`src/include/gray_dac_consts.vh`:
```
/*
 constants for the grayscale reference control block: word layout,
 control codes, preset converter codes and select encodings.
 assumes inclusion by bare name from the design files.
*/
`ifndef GRAY_DAC_CONSTS_VH
`define GRAY_DAC_CONSTS_VH

`define WORD_BITS 16
`define CODE_BITS 4
`define DATA_BITS 10
`define CNT_BITS 5
`define CODE_MSB 15
`define CODE_LSB 12
`define DATA_MSB 11
`define DATA_LSB 2

`define CC_NOP 4'h0
`define CC_LOAD_A 4'h1
`define CC_LOAD_B 4'h2
`define CC_UPDATE 4'h8
`define CC_LOAD_A_UPD 4'h9
`define CC_LOAD_B_UPD 4'ha
`define CC_WAKE 4'hd
`define CC_SLEEP 4'he
`define CC_LOAD_BOTH_UPD 4'hf

`define PRESET_UPPER 10'h3af
`define PRESET_LOWER 10'h028

`define SEL_MID 2'h0
`define SEL_LOW 2'h1
`define SEL_HIGH 2'h2

`define BUF_ALL_ON 5'h1f
`define BUF_MID_OFF 5'h11
`define BUF_ALL_OFF 5'h00

`endif

```
`src/hw/gray_dac_ctrl.v`:
```
/*
 serial control of the dual converter grayscale reference: word
 receive, double-buffered code registers, sleep/shutdown priority,
 output buffer enables and common-electrode routing.
 assumes the serial pins and control pins are asynchronous to clk and
 that the shift clock stays at or below 12.5 MHz with clk at 100 MHz.
*/
`timescale 1ns/1ns
`include "gray_dac_consts.vh"

module gray_dac_ctrl (
  // clock and reset
  input wire clk,
  input wire sys_rst,
  // serial port
  input wire shift_clk,
  input wire serial_data,
  input wire load_strobe_n,
  // power control pins
  input wire shutdown_n,
  input wire mid_sleep_a,
  input wire mid_sleep_b,
  // electrode and top output control pins
  input wire logic_enable,
  input wire level_pick,
  input wire top_output_route,
  // converter codes
  output reg [`DATA_BITS-1:0] upper_code,
  output reg [`DATA_BITS-1:0] lower_code,
  // power state and buffer enables
  output reg asleep,
  output reg full_shutdown,
  output reg [4:0] level_buf_en,
  output reg input_stage_en,
  // electrode and top output routing
  output reg [1:0] electrode_sel,
  output reg top_to_electrode,
  output reg top_buffer_amp_en
);
  wire sck_s;
  wire din_s;
  wire ld_n_s;
  wire sd_n_s;
  wire slp_a_s;
  wire slp_b_s;
  wire en_s;
  wire pick_s;
  wire route_s;

  pin_sync #(
    .RST_VAL(1'b0)
  ) u_sck (
    .clk(clk),
    .sys_rst(sys_rst),
    .pin(shift_clk),
    .level(sck_s)
  );

  pin_sync #(
    .RST_VAL(1'b0)
  ) u_din (
    .clk(clk),
    .sys_rst(sys_rst),
    .pin(serial_data),
    .level(din_s)
  );

  pin_sync #(
    .RST_VAL(1'b1)
  ) u_ld (
    .clk(clk),
    .sys_rst(sys_rst),
    .pin(load_strobe_n),
    .level(ld_n_s)
  );

  pin_sync #(
    .RST_VAL(1'b1)
  ) u_sd (
    .clk(clk),
    .sys_rst(sys_rst),
    .pin(shutdown_n),
    .level(sd_n_s)
  );

  pin_sync #(
    .RST_VAL(1'b0)
  ) u_slpa (
    .clk(clk),
    .sys_rst(sys_rst),
    .pin(mid_sleep_a),
    .level(slp_a_s)
  );

  pin_sync #(
    .RST_VAL(1'b0)
  ) u_slpb (
    .clk(clk),
    .sys_rst(sys_rst),
    .pin(mid_sleep_b),
    .level(slp_b_s)
  );

  pin_sync #(
    .RST_VAL(1'b0)
  ) u_en (
    .clk(clk),
    .sys_rst(sys_rst),
    .pin(logic_enable),
    .level(en_s)
  );

  pin_sync #(
    .RST_VAL(1'b0)
  ) u_pick (
    .clk(clk),
    .sys_rst(sys_rst),
    .pin(level_pick),
    .level(pick_s)
  );

  pin_sync #(
    .RST_VAL(1'b0)
  ) u_route (
    .clk(clk),
    .sys_rst(sys_rst),
    .pin(top_output_route),
    .level(route_s)
  );

  // edge detection on synchronised levels
  reg sck_d_r;
  reg ld_n_d_r;
  wire sck_rise = sck_s & ~sck_d_r;
  wire ld_fall = ld_n_d_r & ~ld_n_s;
  wire ld_rise = ~ld_n_d_r & ld_n_s;

  reg [`WORD_BITS-1:0] shift_r;
  reg [`CNT_BITS-1:0] count_r;
  reg armed_r;
  reg [`DATA_BITS-1:0] in_a_r;
  reg [`DATA_BITS-1:0] in_b_r;
  reg [`DATA_BITS-1:0] dac_a_r;
  reg [`DATA_BITS-1:0] dac_b_r;
  reg sleep_r;

  wire word_full = (count_r == `WORD_BITS);
  wire [`CODE_BITS-1:0] code = shift_r[`CODE_MSB:`CODE_LSB];
  wire [`DATA_BITS-1:0] data = shift_r[`DATA_MSB:`DATA_LSB];
  wire commit = ld_rise & word_full;

  always @(posedge clk) begin
    if (sys_rst) begin
      sck_d_r <= 1'b0;
      ld_n_d_r <= 1'b1;
    end else begin
      sck_d_r <= sck_s;
      ld_n_d_r <= ld_n_s;
    end
  end

  // serial receive
  always @(posedge clk) begin
    if (sys_rst) begin
      shift_r <= {`WORD_BITS{1'b0}};
      count_r <= {`CNT_BITS{1'b0}};
      armed_r <= 1'b0;
    end else if (ld_fall) begin
      shift_r <= {`WORD_BITS{1'b0}};
      count_r <= {`CNT_BITS{1'b0}};
      armed_r <= 1'b1;
    end else if (ld_rise) begin
      shift_r <= {`WORD_BITS{1'b0}};
      count_r <= {`CNT_BITS{1'b0}};
      armed_r <= 1'b0;
    end else if (armed_r && !ld_n_s && sck_rise) begin
      shift_r <= {shift_r[`WORD_BITS-2:0], din_s};
      count_r <= count_r + 1'b1;
      if (count_r == `WORD_BITS - 1) begin
        armed_r <= 1'b0;
      end
    end
  end

  // command decode; only complete words commit
  always @(posedge clk) begin
    if (sys_rst) begin
      in_a_r <= `PRESET_UPPER;
      in_b_r <= `PRESET_LOWER;
      dac_a_r <= `PRESET_UPPER;
      dac_b_r <= `PRESET_LOWER;
      sleep_r <= 1'b0;
    end else if (commit) begin
      case (code)
        `CC_NOP: begin
        end
        `CC_LOAD_A: begin
          in_a_r <= data;
        end
        `CC_LOAD_B: begin
          in_b_r <= data;
        end
        `CC_UPDATE: begin
          dac_a_r <= in_a_r;
          dac_b_r <= in_b_r;
          sleep_r <= 1'b0;
        end
        `CC_LOAD_A_UPD: begin
          in_a_r <= data;
          dac_a_r <= data;
          dac_b_r <= in_b_r;
          sleep_r <= 1'b0;
        end
        `CC_LOAD_B_UPD: begin
          in_b_r <= data;
          dac_b_r <= data;
          dac_a_r <= in_a_r;
          sleep_r <= 1'b0;
        end
        `CC_WAKE: begin
          sleep_r <= 1'b0;
        end
        `CC_SLEEP: begin
          sleep_r <= 1'b1;
        end
        `CC_LOAD_BOTH_UPD: begin
          in_a_r <= data;
          in_b_r <= data;
          dac_a_r <= data;
          dac_b_r <= data;
          sleep_r <= 1'b0;
        end
        default: begin
        end
      endcase
    end
  end

  // shutdown priority and output stage
  wire [1:0] esel;
  wire t2e;
  wire amp_en;

  output_select u_sel (
    .logic_enable(en_s),
    .level_pick(pick_s),
    .top_output_route(route_s),
    .electrode_sel(esel),
    .top_to_electrode(t2e),
    .top_buffer_amp_en(amp_en)
  );

  wire full_nxt = ~sd_n_s | sleep_r;
  wire mid_off_nxt = slp_a_s & slp_b_s;

  always @(posedge clk) begin
    if (sys_rst) begin
      upper_code <= `PRESET_UPPER;
      lower_code <= `PRESET_LOWER;
      asleep <= 1'b0;
      full_shutdown <= 1'b0;
      level_buf_en <= `BUF_ALL_ON;
      input_stage_en <= 1'b0;
      electrode_sel <= `SEL_MID;
      top_to_electrode <= 1'b1;
      top_buffer_amp_en <= 1'b0;
    end else begin
      upper_code <= dac_a_r;
      lower_code <= dac_b_r;
      asleep <= sleep_r;
      full_shutdown <= full_nxt;
      if (full_nxt) begin
        level_buf_en <= `BUF_ALL_OFF;
      end else if (mid_off_nxt) begin
        level_buf_en <= `BUF_MID_OFF;
      end else begin
        level_buf_en <= `BUF_ALL_ON;
      end
      input_stage_en <= armed_r;
      electrode_sel <= esel;
      top_to_electrode <= t2e;
      top_buffer_amp_en <= amp_en & ~full_nxt;
    end
  end
endmodule

```
`src/hw/pin_sync.v`:
```
/*
 two flip-flop synchroniser for one asynchronous pin.
 assumes clk is the block clock; reset value is a parameter.
*/
`timescale 1ns/1ns
module pin_sync #(
  parameter RST_VAL = 1'b0
) (
  // clock and reset
  input wire clk,
  input wire sys_rst,
  // pin and synchronised level
  input wire pin,
  output wire level
);
  reg meta_r;
  reg sync_r;

  always @(posedge clk) begin
    if (sys_rst) begin
      meta_r <= RST_VAL;
      sync_r <= RST_VAL;
    end else begin
      meta_r <= pin;
      sync_r <= meta_r;
    end
  end

  assign level = sync_r;
endmodule

```
`src/hw/output_select.v`:
```
/*
 combinational common-electrode and top-output routing selection.
 assumes all inputs already synchronised to the block clock.
*/
`timescale 1ns/1ns
`include "gray_dac_consts.vh"
module output_select (
  // selection inputs
  input wire logic_enable,
  input wire level_pick,
  input wire top_output_route,
  // selections
  output reg [1:0] electrode_sel,
  output wire top_to_electrode,
  output wire top_buffer_amp_en
);
  always @* begin
    if (!logic_enable) begin
      electrode_sel = `SEL_MID;
    end else if (level_pick) begin
      electrode_sel = `SEL_HIGH;
    end else begin
      electrode_sel = `SEL_LOW;
    end
  end

  assign top_to_electrode = ~top_output_route;
  assign top_buffer_amp_en = top_output_route;
endmodule

```
`config.mk`:
```
export PLATFORM = sky130hd
export DESIGN_NAME = gray_dac_ctrl
export DESIGN_NICKNAME = d
export VERILOG_FILES = /design/src/hw/gray_dac_ctrl.v /design/src/hw/pin_sync.v /design/src/hw/output_select.v
export VERILOG_INCLUDE_DIRS = /design/src /design/src/include
export SDC_FILE = /design/constraint.sdc
export NUM_CORES = 1
export LEC_CHECK = 0
export BUFFER_PORTS_ARGS = -buffer_cell sky130_fd_sc_hd__buf_2
export CORE_UTILIZATION = 35
export DETAILED_ROUTE_END_ITERATION = 8
export HOLD_SLACK_MARGIN = 0.06
export PLACE_DENSITY_LB_ADDON = 0.12
export SLEW_MARGIN = 20
export SYNTH_ARGS = -nofsm -noshare
export SYNTH_HDL_FRONTEND = slang
export SYNTH_HIERARCHICAL = 1
export SYNTH_SLANG_ARGS = --single-unit
```
`constraint.sdc`:
```
create_clock -name clk -period 4.3 [get_ports clk]
set_clock_uncertainty 0.2 [all_clocks]
set_input_delay 1.075 -clock clk [delete_from_list [all_inputs] [get_ports clk]]
set_output_delay 1.075 -clock clk [all_outputs]
set_load 0.01 [all_outputs]
```
==> results.ini <==
[run_status]
status = completed

[final_layout]
drive_gt1_share_pct = 19.2
instances_no_fill = 590
fin_nets = 460
antenna_cells = 0
num-fill-cells = 1110
syn2layout_area_growth_pct = 12.5
final_core_util_pct = 40.7

[power_and_ir_drop]
power_switching_w = 0.000370
switching_share_pct = 20.2
total_power_w = 0.00184
clkPwrFrac_pct = 40.5
ir_worst_vdd_mv = 0.160
power.internal_w = 0.00147
seqPwrFrac_pct = 57.2
power_frac_comb_pct = 2.3
powerDensity_nw_per_um2 = 393
leakagePower_nw = 1.74

[floorplanning]
rows = 39
die_width_um = 111
dieHeight_um = 111
initial_core_util_pct = 36.2
core_area_um2 = 11500
num_io_pins = 43
dieArea_um2 = 12300

[timing]
slew_violations = 0
setup_viol = 0
finalHoldViolations = 0
rsz0062_at_grt = false
finalCritPeriodShare_pct = 57.5
tightestPinTransition_ns = 0.766
finalCriticalPeriod_ns = 2.47
final.setup.tns_ns = 0
max_freq_mhz = 405
slew_headroom_pct = 48.8

[critical_path]
critPathKind = reg -> reg
crit_required_ns = 4.30
critPathLaunchType = register
crit_path_end_kind = register
cp-startpoint = count_r[0]
reg2reg_to = dac_b_r[3]
r2r-start = count_r[0]
rr_worst_depth = 7
critPathSlowestCell = nor2b_1
crit_arrival_ns = 2.47
max_stage_delay_ns = 0.62
endpoint = dac_b_r[3]
critPathMaxFanout = 31
crit_chain = inv_1 -> ha_1 -> nand3b_1 -> nor4_4 -> buf_4 -> nor2b_1 -> a21oi_1
rrSetupSlack_ns = 1.83

[synthesis]
yosysWarnings = 6
synth_cell_types = 36
syn_nets = 429
yosys_most_used_dff = dfxtp_1
ys_ff_latch = 112
seq_area_frac_synth_pct = 54.0
avgSynthCellArea_um2 = 10.0
synth_edf_count = 0
synth_area_um2 = 4150
synthCells = 413
synthArstFlopShare_pct = 0

[cts]
cts_resized = 0
root_buffer = clkbuf_16
cts.sinks = 112
holdBufCountCts = 0
cts_tree = yes
post_cts_buffers = 0
path_clk_slew_ns = 0.06
cts_buffers = 9
clk_latency_ns = 0.35
cts_buffer_depth = 2
htreeDepth = 3

[placed_design]
hpwl_mm = 4.64
gp_congestion = 0.736
placed_cells = 576
portBuffers = 42

[routing]
routed_wl_mm = 7.15
wl_per_cell_um = 12.1
ant_nets = 0
first_iter_violations = 97
num_vias = 2673
routed_via_density = 4.53
drtPass1Iterations = 5
drc = 0

[global_route]
grt_max_degree = 44
grt.total_usage_pct = 12.5
grt_antenna_before_repair = 0
grt_pass1_wl_mm = 12.0
grt_pass1_vias = 2526
grt_remaining_overflow = 0

[job]
drv_cap = 0

[worst_hold_path]
hold_class = reg -> reg

[flip-flops by register name (all words and copies together) (netlist names), 5 cells and up]
name / cells
dac_a_r: 10
dac_b_r: 10
lower_code: 10
shift_r: 16
count_r: 5
upper_code: 10
in_a_r: 10
in_b_r: 10
[per-stage QoR]
stage / hold slack (ns) / area (µm²) / setup slack (ns)
floorplan: 0.183 / 4150 / 2.21
global placement: 0.197 / 4410 / 1.79
detailed placement: 0.190 / 4410 / 1.78
CTS: 0.207 / 4670 / 1.82
global route: 0.247 / 4670 / 1.68
finish: 0.203 / 4670 / 1.83
[worst max-delay path: cells and delay by family, from the launching register on]
family / cells / cell delay (ns)
flip-flops: 1 / 0.34
AO/OA/AOI/OAI: 1 / 0.14
adder cells (fa/ha/maj): 1 / 0.16
buffers and inverters: 2 / 0.47
AND/OR/NAND/NOR: 3 / 1.01
[cells in the mapped netlist, types with 4 or more instances]
library cell	instances	area share, %
nand2b_1	18	2.7
nor2_1	44	4.0
buf_4	9	1.6
nand2_1	40	3.6
dfxtp_1	112	54
a211oi_2	10	3.0
or2_1	4	0.60
nor2b_1	31	4.7
mux2i_1	41	9.9
inv_1	9	0.81
clkbuf_1	13	1.2
a21oi_1	31	3.7
ha_1	5	1.5
or2_2	13	2.0
[layout by cell type (no fill, tap or decap), types with 3 or more instances in the layout]
cell type	count
dfxtp_1	112
clkbuf_16	9
or2_1	4
xor2_1	3
nand2_1	40
nor2_1	44
a21oi_1	31
nor2b_1	31
buf_4	4
clkbuf_1	3
mux2i_1	41
buf_2	42
and3_1	3
inv_1	9
or2_2	13
nand2b_1	18
ha_1	5
a211oi_2	10
[layer usage]
layer	wire [µm]	track usage [%]	share of wire (%)
met1	3490	15.0	49
met2	3230	19.6	45
met3	215	3.77	3.0
met4	209	7.56	2.9
met5	0	0	0
[worst min-delay path by stage]
stage | from | end | slack, ns | depth (start not counted)
floorplan | u_ld/meta_r | u_ld/level | 0.18 | 1
global placement | u_sd/meta_r | u_sd/level | 0.20 | 1
detailed placement | u_sd/meta_r | u_sd/level | 0.19 | 1
CTS | u_sd/meta_r | u_sd/level | 0.21 | 1
global route | u_sd/meta_r | u_sd/level | 0.25 | 1
finish | u_sd/meta_r | u_sd/level | 0.20 | 1
[power groups by stage]
stage	clock network (W)	logic (W)	registers (W)
finish	0.000744	0.0000420	0.00105
global route	0.000821	0.0000475	0.00105
CTS	0.000773	0.0000430	0.00105
detailed placement	0	0.0000429	0.00107
global placement	0	0.0000422	0.00107
floorplan	0	0.0000283	0.00107
[kinds of logic (layout without fill, tap and decap cells)]
group	count (synthesis)	after routing	share of synthesized area [%]
AOI/OAI and AO/OA	46	46	7.57
xor gates and xnor gates	3	3	0.633
DFF	112	112	54.0
buffers and inverters	35	69	4.55
and+or+nand+nor	171	171	21.8
muxes	41	41	9.89
adders and majority gates	5	5	1.51
[layout make-up]
class,count,area [µm²],area share [%]
multi-input combinational,266,1720,36.8
timing repair buffer,46,240,5.14
clock inverter,1,5.00,0.107
inverter,9,33.8,0.723
clock buffer,13,250,5.36
sequential,112,2240,48.0
tap,143,179,3.83
No activity file was read; power rests on OpenSTA's default activity.
